### src/gfat_regs.svh
/*
  Timing constants for the gyro fine-align torque sequencer.
  Assumes a 100 MHz core clock; all counts derive from it.
*/
`ifndef GFAT_REGS_SVH
`define GFAT_REGS_SVH

// ==========================================================================
// Clock and command timing
// ==========================================================================
`define GFAT_CLK_MHZ         100
`define GFAT_FAST_RATE_PPS   102400
`define GFAT_SLOW_RATE_PPS   3200
// Nominal periods in clock cycles (whole cycles, rounded down)
`define GFAT_FAST_PER_CYC    ((`GFAT_CLK_MHZ * 1000000) / `GFAT_FAST_RATE_PPS)
`define GFAT_SLOW_PER_CYC    ((`GFAT_CLK_MHZ * 1000000) / `GFAT_SLOW_RATE_PPS)
// A train is dead after this many nominal periods without a pulse
`define GFAT_MISS_PERIODS    4
`define GFAT_FAST_TMO_CYC    (`GFAT_FAST_PER_CYC * `GFAT_MISS_PERIODS)
`define GFAT_SLOW_TMO_CYC    (`GFAT_SLOW_PER_CYC * `GFAT_MISS_PERIODS)
`define GFAT_NUM_SEL         6

`endif

### src/gfat_pkg.sv
/*
  Types for the gyro fine-align torque sequencer.
  Assumes gfat_regs.svh supplies the numeric constants.
*/
package gfat_pkg;
  // ========================================================================
  // Drive outputs towards the analog torque path
  // ========================================================================
  typedef struct packed {
    logic       relay_on;   // Enable relay, reference and amp powered
    logic       current_on; // Switch flip-flop set, current into coil
    logic       dummy_load; // Current diverted into the dummy load
    logic [5:0] coil_sel;   // One-hot coil switch, {Z-,Z+,Y-,Y+,X-,X+}
  } gfat_drive_t;
endpackage

### src/gfat_sequencer.sv
/*
  Gyro fine-align torque sequencer: decodes the computer's pulse trains
  into relay, coil-steering and current-switch drives.
  Assumes pulse inputs are asynchronous pins, each pulse >= 3 us wide.
*/
// Operation
// - While enable pulses present, energize relay and power analog parts.
// - Active select steers current through chosen gyro's plus or minus coil.
// - Reset pulses hold the current switch reset before enable.
// - Reset command cuts off torque current to the gyro.
// - Only one gyro is torqued at any moment.
// - Set pulses set, reset pulses reset the current switch flip-flop.
// - Gyro torquing happens only in fine align mode.
// - Switch stays set until a reset pulse arrives; code also clears it on loss of enable or fine align.
// - With no gyro torqued, current flows through the dummy load.
// - Plus select gives positive float rotation, minus gives negative.
`timescale 1ns/1ns
`include "gfat_regs.svh"

module gfat_sequencer
  import gfat_pkg::*;
#(
  parameter int FAST_TMO = `GFAT_FAST_TMO_CYC, // Enable/select dead time
  parameter int SLOW_TMO = `GFAT_SLOW_TMO_CYC  // Unused reserve for slow
)(
  input  wire logic              i_clk,        // 100 MHz clock
  input  wire logic              i_rst_n,      // Async reset, active low
  input  wire logic              i_fine_align, // Fine align mode selected
  input  wire logic              i_torque_en,  // Enable pulse train pin
  input  wire logic [5:0]        i_gyro_sel,   // Select pulse train pins
  input  wire logic              i_torque_set, // Set pulse train pin
  input  wire logic              i_torque_rst, // Reset pulse train pin
  output gfat_drive_t            o_drive,      // Drives to torque path
  output logic                   o_sel_error   // More than one select live
);

  // ========================================================================
  // Elaboration checks
  // ========================================================================
  // The dead-time counter is 16 bits and must hold at least two cycles
  if (FAST_TMO < 2 || FAST_TMO > 65535 || SLOW_TMO < 2)
  begin : g_bad_param
    $error("gfat_sequencer: timeout parameters out of range");
  end

  // ========================================================================
  // Pin synchronisers, two flops each, plus edge history
  // ========================================================================
  localparam int NIN = `GFAT_NUM_SEL + 3;
  logic [NIN-1:0] pin_raw;
  logic [NIN-1:0] sync1_reg;
  logic [NIN-1:0] sync2_reg;
  logic [NIN-1:0] hist_reg;
  logic [NIN-1:0] rise;

  assign pin_raw = {i_torque_rst, i_torque_set, i_torque_en, i_gyro_sel};
  assign rise    = sync2_reg & ~hist_reg;

  // Metastability guard; only sync2 feeds logic
  always_ff @(posedge i_clk or negedge i_rst_n)
  begin
    if (!i_rst_n)
    begin
      sync1_reg <= '0;
      sync2_reg <= '0;
      hist_reg  <= '0;
    end
    else
    begin
      sync1_reg <= pin_raw;
      sync2_reg <= sync1_reg;
      hist_reg  <= sync2_reg;
    end
  end

  // ========================================================================
  // Train detectors for enable and the six selects
  // ========================================================================
  localparam int NTR = `GFAT_NUM_SEL + 1;
  wire [NTR-1:0]  train_live;

  // Each detector owns its own flops, so no variable has two writers
  genvar g;
  generate
    for (g = 0; g < NTR; g++)
    begin : g_train
      logic [15:0] tmo_reg;
      logic        on_reg;

      always_ff @(posedge i_clk or negedge i_rst_n)
      begin
        if (!i_rst_n)
        begin
          tmo_reg <= 16'h0000;
          on_reg  <= 1'b0;
        end
        else if (rise[g])
        begin
          tmo_reg <= 16'(FAST_TMO);
          on_reg  <= 1'b1;
        end
        else if (tmo_reg != 16'h0000)
          tmo_reg <= tmo_reg - 16'h0001;
        else
          on_reg  <= 1'b0;
      end

      assign train_live[g] = on_reg;
    end
  endgenerate

  // ========================================================================
  // Decode of enable, select and current switch commands
  // ========================================================================
  function automatic logic one_hot6(input logic [5:0] v);
    return (v != 6'h00) && ((v & (v - 6'h01)) == 6'h00);
  endfunction

  wire        en_live  = train_live[`GFAT_NUM_SEL];
  wire [5:0]  sel_live = train_live[`GFAT_NUM_SEL-1:0];
  wire        sel_ok   = one_hot6(sel_live);
  wire        set_rise = rise[NIN-2];
  wire        rst_rise = rise[NIN-1];
  wire        armed    = en_live & i_fine_align;
  logic       sw_reg;

  // set and reset inputs; holds until reset
  // reset wins and disarm clears; reset cuts current
  always_ff @(posedge i_clk or negedge i_rst_n)
  begin
    if (!i_rst_n)
      sw_reg <= 1'b0;
    else if (rst_rise || !armed)
      sw_reg <= 1'b0;
    else if (set_rise)
      sw_reg <= 1'b1;
  end

  // ========================================================================
  // Registered drives to the analog path
  // ========================================================================
  gfat_drive_t drv_next;
  always_comb
  begin
    // relay and power while enable train is live
    drv_next.relay_on   = en_live;
    // steer only a single valid select; coil by line
    drv_next.coil_sel   = (sw_reg && armed && sel_ok) ? sel_live : 6'h00;
    drv_next.current_on = sw_reg && armed && sel_ok;
    // dummy load whenever no coil is driven
    drv_next.dummy_load = !(sw_reg && armed && sel_ok);
  end

  always_ff @(posedge i_clk or negedge i_rst_n)
  begin
    if (!i_rst_n)
    begin
      o_drive     <= '{relay_on: 1'b0, current_on: 1'b0,
                       dummy_load: 1'b1, coil_sel: 6'h00};
      o_sel_error <= 1'b0;
    end
    else
    begin
      o_drive     <= drv_next;
      o_sel_error <= (sel_live != 6'h00) && !sel_ok;
    end
  end

  // ========================================================================
  // Assertions
  // ========================================================================
  property p_one_coil;
    @(posedge i_clk) disable iff (!i_rst_n)
      $countones(o_drive.coil_sel) <= 1;
  endproperty
  a_one_coil: assert property (p_one_coil)
    else $error("more than one coil driven");

  property p_dummy_excl;
    @(posedge i_clk) disable iff (!i_rst_n)
      o_drive.dummy_load == (o_drive.coil_sel == 6'h00);
  endproperty
  a_dummy_excl: assert property (p_dummy_excl)
    else $error("dummy load not exclusive with coil");

  property p_reset_cuts;
    @(posedge i_clk) disable iff (!i_rst_n)
      rst_rise |-> ##2 !o_drive.current_on;
  endproperty
  a_reset_cuts: assert property (p_reset_cuts)
    else $error("current not cut after reset pulse");

  property p_set_holds;
    @(posedge i_clk) disable iff (!i_rst_n)
      (sw_reg && !rst_rise && armed) |=> sw_reg;
  endproperty
  a_set_holds: assert property (p_set_holds)
    else $error("switch dropped without reset");

  property p_set_takes;
    @(posedge i_clk) disable iff (!i_rst_n)
      (set_rise && !rst_rise && armed) |=> sw_reg;
  endproperty
  a_set_takes: assert property (p_set_takes)
    else $error("set pulse did not set switch");

  property p_relay;
    @(posedge i_clk) disable iff (!i_rst_n)
      en_live |=> o_drive.relay_on;
  endproperty
  a_relay: assert property (p_relay)
    else $error("relay not energized with enable");

  property p_fine_only;
    @(posedge i_clk) disable iff (!i_rst_n)
      !i_fine_align |=> ##1 !o_drive.current_on;
  endproperty
  a_fine_only: assert property (p_fine_only)
    else $error("torque outside fine align");

  property p_coil_match;
    @(posedge i_clk) disable iff (!i_rst_n)
      o_drive.current_on |-> (o_drive.coil_sel == $past(sel_live));
  endproperty
  a_coil_match: assert property (p_coil_match)
    else $error("coil differs from select");

  property p_train_live;
    @(posedge i_clk) disable iff (!i_rst_n)
      rise[0] |=> train_live[0] [*2];
  endproperty
  a_train_live: assert property (p_train_live)
    else $error("train not held live after pulse");

endmodule // gfat_sequencer

### config.mk
export PLATFORM = sky130hd
export DESIGN_NAME = gfat_sequencer
export DESIGN_NICKNAME = d
export VERILOG_FILES = /design/src/gfat_pkg.sv /design/src/gfat_sequencer.sv
export VERILOG_INCLUDE_DIRS = /design/src
export SDC_FILE = /design/constraint.sdc
export NUM_CORES = 1
export LEC_CHECK = 0
export ABC_AREA = 1
export BUFFER_PORTS_ARGS = -buffer_cell sky130_fd_sc_hd__buf_2
export CAP_MARGIN = 20
export CORE_ASPECT_RATIO = 1.5
export CORE_MARGIN = 5
export CORE_UTILIZATION = 50
export CTS_CLUSTER_SIZE = 25
export DETAILED_ROUTE_END_ITERATION = 8
export PLACE_DENSITY = 0.66
export SETUP_SLACK_MARGIN = 0.5
export SLEW_MARGIN = 10
export SYNTH_ARGS = -nofsm -noshare
export SYNTH_HDL_FRONTEND = slang
export SYNTH_SLANG_ARGS = --single-unit
### constraint.sdc
create_clock -name i_clk -period 3.2 [get_ports i_clk]
set_input_delay 0.48 -clock i_clk [delete_from_list [all_inputs] [get_ports i_clk]]
set_output_delay 0.48 -clock i_clk [all_outputs]
set_load 0.02 [all_outputs]
==> results of run 1 <==
## metrics by stage
step,std cells,setup WS [ns],hold WS [ns]
floorplan,1133,1.89,0.184
CTS,1390,1.63,0.108
global route,1390,1.55,0.136
finish,1390,1.66,0.0738
detailed placement,1360,1.73,0.335
global placement,1360,1.75,0.331
## Yosys cell counts (all sizes together)
cell,instances
o21bai,1
a211oi,1
nor3,10
xor2,9
dfstp,1
nor2,248
nand3b,15
buf,7
a21oi,25
dfrtp,156
or2,22
nand3,128
inv,163
o21ai,36
nand2,273
clkinv,2
ha,14
nand4,21
o22ai,1
## power by group
part / internal, uW / total [uW] / switching, uW
sequential: 2310 / 2660 / 354
clock: 1100 / 1890 / 787
combinational: 636 / 1770 / 1130
total: 4040 / 6310 / 2270
## metal layers
metal | up-vias | GRT usage | share of wire
met4 | 0 | 0.0773 | 0.023
met3 | 30 | 0.0389 | 0.024
li1 | 3614 | - | -
met2 | 91 | 0.331 | 0.52
met5 | - | 0 | 0
met1 | 3272 | 0.220 | 0.44
## path summary, 6_finish.rpt
path	start	end	depth (start not counted)	slack, ns
min in group i_clk	i_gyro_sel[5]	sync1_reg[5]	1	0.17
max in group asynchronous	i_rst_n	g_train[0].tmo_reg[0]	2	2.41
min reg2reg	sync1_reg[0]	sync2_reg[0]	0	0.35
min	i_rst_n	g_train[1].tmo_reg[5]	1	0.07
max	o_drive[6]	o_drive[6]	1	1.66
max reg2reg	g_train[5].tmo_reg[0]	g_train[5].tmo_reg[11]	7	1.71
## layout make-up
type                            instances  area share
Clock buffer                           19      0.0475
Multi-Input combinational cell        804       0.421
Clock inverter                         11     0.00997
Timing Repair Buffer                   24      0.0167
Tap cell                              210      0.0276
Inverter                              165      0.0656
Sequential cell                       157       0.412
## cell usage in the layout (no fill, tap or decap), types with 3 or more instances in the layout
cell,instances
sky130_fd_sc_hd__a21oi_1,25
sky130_fd_sc_hd__buf_2,20
sky130_fd_sc_hd__clkbuf_16,17
sky130_fd_sc_hd__clkinv_2,6
sky130_fd_sc_hd__clkinvlp_4,3
sky130_fd_sc_hd__dfrtp_1,156
sky130_fd_sc_hd__ha_1,14
sky130_fd_sc_hd__inv_1,149
sky130_fd_sc_hd__inv_2,14
sky130_fd_sc_hd__nand2_1,255
sky130_fd_sc_hd__nand2_2,16
sky130_fd_sc_hd__nand3_1,122
sky130_fd_sc_hd__nand3_2,5
sky130_fd_sc_hd__nand3b_1,15
sky130_fd_sc_hd__nand4_1,21
sky130_fd_sc_hd__nor2_1,177
sky130_fd_sc_hd__nor2_2,49
sky130_fd_sc_hd__nor2_4,22
sky130_fd_sc_hd__nor3_1,9
sky130_fd_sc_hd__o21ai_0,20
sky130_fd_sc_hd__o21ai_1,13
sky130_fd_sc_hd__o21ai_2,3
sky130_fd_sc_hd__or2_1,13
sky130_fd_sc_hd__or2_2,9
sky130_fd_sc_hd__xor2_1,9
## cells by family (layout without fill, tap and decap cells)
| kind of cell | Yosys count | after routing |
|---|---|---|
| and+or+nand+nor | 717 | 717 |
| buffers and inverters | 172 | 219 |
| DFF | 157 | 157 |
| AOI/OAI and AO/OA | 64 | 64 |
| adders and majority gates | 14 | 14 |
| xor gates and xnor gates | 9 | 9 |
==> implementation parameters, run 1 <==
Parameter                              Value

Outcome
  Outcome ... completed

GRT
  Number of antenna violations at the first check in global routing ... 0
  Maximum number of pins on one net before global-route repair ... 75
  Global-route congestion overflow total ... 0
  First-pass GRT wire length ... about 30000 microns
  Vias in the first global route ... just under 7k
  Global routing usage summed across all routing layers ... 0.188

Synth
  Proportion of synthesized chip area in sequential cells ... 0.457
  Average size of a mapped cell ... 7.59 sq um
  Number of warnings reported in the yosys synthesis log ... 0
  Synth Area in XOR/XNOR ... 0.00916
  Adder-Cell Fraction of Synth Area ... 0.0204
  Area fraction in compound gates after synthesis ... 0.0393
  Yosys top cell by area ... sky130_fd_sc_hd__dfrtp_1
  Number of distinct standard cells referenced by the synthesized netlist ... 31
  Area of the mapped netlist ... approximately 8600 sq um
  Mux cell area share after synthesis ... 0
  Simple logic cell fraction of the synthesized area ... 0.398
  Number of register bits inferred by synthesis ... approximately 160
  Dominant combinational cell family by area after synthesis ... simple AND/OR/NAND/NOR gates
  Number of nets in the synthesized netlist ... 1159
  Share of Yosys cell area claimed by the top area cell type ... 0.454
  Post-synthesis cell count ... roughly 1.1k
  Top cells by area, synth ... sky130_fd_sc_hd__dfrtp_1 (45%), sky130_fd_sc_hd__nand2_1 (11%), sky130_fd_sc_hd__nor2_1 (7.7%), sky130_fd_sc_hd__nand3_1 (7.1%), sky130_fd_sc_hd__inv_1 (6.5%)

STA
  Setup repair after global routing missed its margin ... no
  Final sum of negative setup slack ... 0 ns
  Count of endpoints failing hold in the final timing report ... 0
  Clock period minus worst slack ... roughly 1.5 ns
  Worst clock skew on the final layout ... ~0.0073 ns
  Upper clock frequency limit ... roughly 650 MHz
  Number of endpoints failing setup at the final stage ... 0
  Relative slew margins ... 0.535
  Tightest Pin Transition ... 0.697 ns
  Post-route fraction of the period consumed by the critical path ... 0.482
  Count of pins over their slew limit ... 0

Worst setup path
  WP data arrival ... 1.06 ns
  Critical path required time ... between 2 and 3 ns
  Chain of cells forming the critical path ... buf_2
  Slowest stage cell, crit path ... sky130_fd_sc_hd__dfstp_2
  Number of buffers and inverters on the critical path ... 1
  Setup Crit Path Kind ... reg -> out
  Category of the worst setup path capture point ... output port
  Slowest cell delay on critical path ... roughly 0.51 ns
  Cell class contributing the biggest share of worst-path delay ... flip-flops
  Startpoint type of the worst setup path ... register
  Maximum fanout encountered on the critical timing path ... 1

Drt
  Post-DR wirelength/cell ... between 10 and 15 microns
  Detail Route Antenna Nets ... 0
  DRC Markers ... 0
  Number of design-rule violations left by the first detailed-router iteration ... approximately 350
  Total iterations of the first detailed-routing run ... 5
  Total vias in the final route ... between 7k and 8k
  Total wire length after detailed routing ... about 17000 microns
  Detailed-route vias per instance ... 5.04

CTS
  Clock tree root driver cell ... sky130_fd_sc_hd__clkbuf_16
  CTS Hold Buffers Added ... 0
  Clock slew at the register clock pins of the worst setup and hold paths ... about 0.060 ns
  Number of instances resized during post-cts repair ... 0
  Total number of clock tree sinks ... between 150 and 200
  Number of CTS-inserted buffers ... 17
  Worst-Skew Late Latency ... 0.41 ns
  Post-CTS Setup Bufs ... 0
  CTS max path bufs ... 2
  CTS tree ... done
  H-tree lvl count ... 4

Place
  Instance area at placement ... between 8000 and 9000 sq um
  Placer's final routability congestion estimate ... 0.882
  Number of buffers inserted by port buffering ... 21
  Detailed-placement wirelength estimate ... ~13000 microns

Finish
  Final core occ ... 0.566
  Largest register FFs ... approximately 110
  Final instance area ... ~9500 sq um
  Proportion of layout cells with a drive suffix above 1 ... 0.152
  Net total in the final layout ... between 1k and 1.5k
  Count of fill cells added during filler insertion ... 1609
  Sequential cell area in the final layout ... just under 4000 sq um
  Antenna Cells ... 0
  Area of combinational cells with multiple inputs ... between 4000 and 5000 sq um
  Syn-to-layout area delta ... 10.9%

Floorplan
  Top-level port count ... 22
  Vertical extent of the die ... 171 microns
  Die area ... 20000 sq um
  Core Rows ... 58
  Die Span X ... roughly 120 microns
  Placeable Area ... around 17000 sq um
  Starting density of the core ... 0.511

Run
  MaxCap Viol Count ... 0

Pwr
  Overall power consumption ... 6310 uW
  Maximum resistive drop on vdd ... a little over 0.4 mV
  Power density normalized to cell area ... between 600 and 700 nW/um^2
  Leakage power of the design ... ~0.0046 uW

Min path
  Hold Path Class ... in -> async
No activity file was read; power rests on OpenSTA's default activity.
==> run 2: changes to the inputs <==
--- a/config.mk
+++ b/config.mk
@@ -14,7 +14,7 @@
 export CORE_UTILIZATION = 50
 export CTS_CLUSTER_SIZE = 25
 export DETAILED_ROUTE_END_ITERATION = 8
-export PLACE_DENSITY = 0.66
+export PLACE_DENSITY = 0.69
 export SETUP_SLACK_MARGIN = 0.5
 export SLEW_MARGIN = 10
 export SYNTH_ARGS = -nofsm -noshare
==> constraint.sdc (replaced) <==
create_clock -name i_clk -period 1.4 [get_ports i_clk]
set_input_delay 0.21 -clock i_clk [delete_from_list [all_inputs] [get_ports i_clk]]
set_output_delay 0.21 -clock i_clk [all_outputs]
set_load 0.02 [all_outputs]
==> implementation parameters, run 2 (same netlist as run 1, synthesis figures left out) <==
Parameter                              Value

Worst setup path
  Reg2Reg Launch Point ... g_train[5].tmo_reg[5]
  First element of the critical path ... g_train[5].tmo_reg[5]
  Maximum fanout encountered on the critical timing path ... 6
  Category of the worst setup path capture point ... register
  WP data arrival ... between 1.5 and 2 ns
  Critical path required time ... about 1.7 ns
  Startpoint type of the worst setup path ... register
  Setup Crit Path Kind ... reg -> reg

STA
  Relative slew margins ... 0.736
  WHS ... between 0.1 and 0.15 ns
  Count of endpoints failing hold in the final timing report ... 0
  Tightest Pin Transition ... 0.392 ns
  Post-route setup slack ... -0.0259 ns
  Worst clock skew on the final layout ... between 0.01 and 0.015 ns
  Number of endpoints failing setup at the final stage ... 12
  Setup repair after global routing missed its margin ... yes
  Final sum of negative setup slack ... -0.103 ns
  Clock period minus worst slack ... around 1.4 ns
  Count of pins over their slew limit ... 0
  Post-route fraction of the period consumed by the critical path ... 1.02
  Upper clock frequency limit ... 701 MHz

Drt
  Number of design-rule violations left by the first detailed-router iteration ... around 470
  Post-DR wirelength/cell ... around 15 microns
  Detailed-route vias per instance ... around 5.2
  Total iterations of the first detailed-routing run ... 5
  Total vias in the final route ... 8077
  Detail Route Antenna Nets ... 0
  DRC Markers ... 0
  Total wire length after detailed routing ... ~23000 microns

Finish
  Syn-to-layout area delta ... 45.9%
  Net total in the final layout ... around 1.3k
  Most common cell after layout, fill and taps aside ... sky130_fd_sc_hd__nand2_1
  Final core occ ... 0.746
  Count of fill cells added during filler insertion ... about 1.1k
  Antenna Cells ... 0
  Sequential cell area in the final layout ... about 4000 sq um
  Most frequent cells in the layout ... sky130_fd_sc_hd__nand2_1 (186), sky130_fd_sc_hd__dfrtp_1 (126), sky130_fd_sc_hd__buf_4 (114)
  Area of combinational cells with multiple inputs ... ~5600 sq um
  Largest register FFs ... between 100 and 150
  Final standard cell count with taps included and fillers excluded ... roughly 1.5k
  Proportion of layout cells with a drive suffix above 1 ... 0.481

Place
  Worst setup timing slack at the placement stage ... 0.0275 ns
  Detailed-placement wirelength estimate ... approximately 14000 microns
  Total instance count after detailed placement ... between 1k and 1.5k
  Placer's final routability congestion estimate ... around 0.87
  Number of buffers inserted by port buffering ... 21

Floorplan
  Core Rows ... 58
  Die area ... around 20000 sq um
  Die Span X ... about 120 microns
  Placeable Area ... ~17000 sq um
  Vertical extent of the die ... between 150 and 200 microns
  Top-level port count ... 22
  Starting density of the core ... 0.511

Min path
  Hold Path Class ... in -> reg
  Origin of the worst min-delay path ... i_fine_align

CTS
  Clock tree root driver cell ... sky130_fd_sc_hd__clkbuf_16
  Number of CTS-inserted buffers ... 17
  Clock slew at the register clock pins of the worst setup and hold paths ... about 0.060 ns
  Total number of clock tree sinks ... 157
  CTS tree ... done
  H-tree lvl count ... 4
  Worst-Skew Late Latency ... 0.43 ns
  CTS max path bufs ... 2

Outcome
  Outcome ... finished with violations
  Violated checks ... negative setup slack

GRT
  Vias in the first global route ... between 8k and 9k
  Number of antenna violations at the first check in global routing ... 0
  Global-route congestion overflow total ... 0
  First-pass GRT wire length ... between 30000 and 40000 microns
  Global routing usage summed across all routing layers ... 0.225
  Maximum number of pins on one net before global-route repair ... 44

Pwr
  Leakage power of the design ... approximately 0.0056 uW
  Maximum resistive drop on vdd ... 1.09 mV
  Power density normalized to cell area ... between 1500 and 2000 nW/um^2

Run
  MaxCap Viol Count ... 0
run 2: critical path, cell delays in order, from the launching register on:
cell and delay [ns]:
sky130_fd_sc_hd__dfrtp_1 0.43, sky130_fd_sc_hd__nor2_4 0.19, sky130_fd_sc_hd__nand2_4 0.10, sky130_fd_sc_hd__nor3_4 0.25, sky130_fd_sc_hd__nand3_4 0.17, sky130_fd_sc_hd__nand2_1 0.13
sky130_fd_sc_hd__inv_1 0.04
run 2: repair_timing:
item / CTS / global route
endpoints found under the hold margin: 41 / 0
endpoints found under the setup margin: 138 / 197
setup buffers: 68 / 38
hold buffers: 10 / 0
pin swaps: 88 / 107
resized for setup: 210 / 218
run 2: area by class of cell:
cell class | count | share of cell area
Sequential cell | 157 | 0.316
Clock inverter | 11 | 0.00937
Inverter | 165 | 0.0534
Clock buffer | 21 | 0.0367
Tap cell | 210 | 0.0209
Multi-Input combinational cell | 804 | 0.444
Timing Repair Buffer | 174 | 0.120
run 2: per-layer routing:
| metal | track usage | wire length [microns] | vias to the layer above |
|---|---|---|---|
| li1 | - | - | 3928 |
| met1 | 0.250 | 8590 | 3880 |
| met2 | 0.407 | 12700 | 189 |
| met3 | 0.0354 | 658 | 80 |
| met4 | 0.115 | 961 | 0 |
| met5 | 0 | 0 | - |
run 2: worst paths after layout:
check	cells after the start	endpoint	slack, ns
min in group asynchronous	2	hist_reg[4]	0.25
setup / recovery	6	g_train[5].tmo_reg[8]	-0.03
max in group asynchronous	3	g_train[0].tmo_reg[8]	0.59
hold reg to reg	0	sync2_reg[2]	0.35
setup reg to reg	6	g_train[5].tmo_reg[8]	-0.03
hold / removal	3	sw_reg	0.11
run 2: power by group:
group	internal (uW)	switching (uW)	total, uW
Sequential	5320	1100	6430
Combinational	3580	4360	7940
Clock	2710	1860	4570
run 2: per-stage QoR:
stage                     instance area, sq um  total power (uW)
after CTS                                11600             17300
after global placement                    9630             11000
after global routing                     12600             20000
after detailed placement                  9630             11100
final                                    12600             18900
after floorplan                           8970              9900
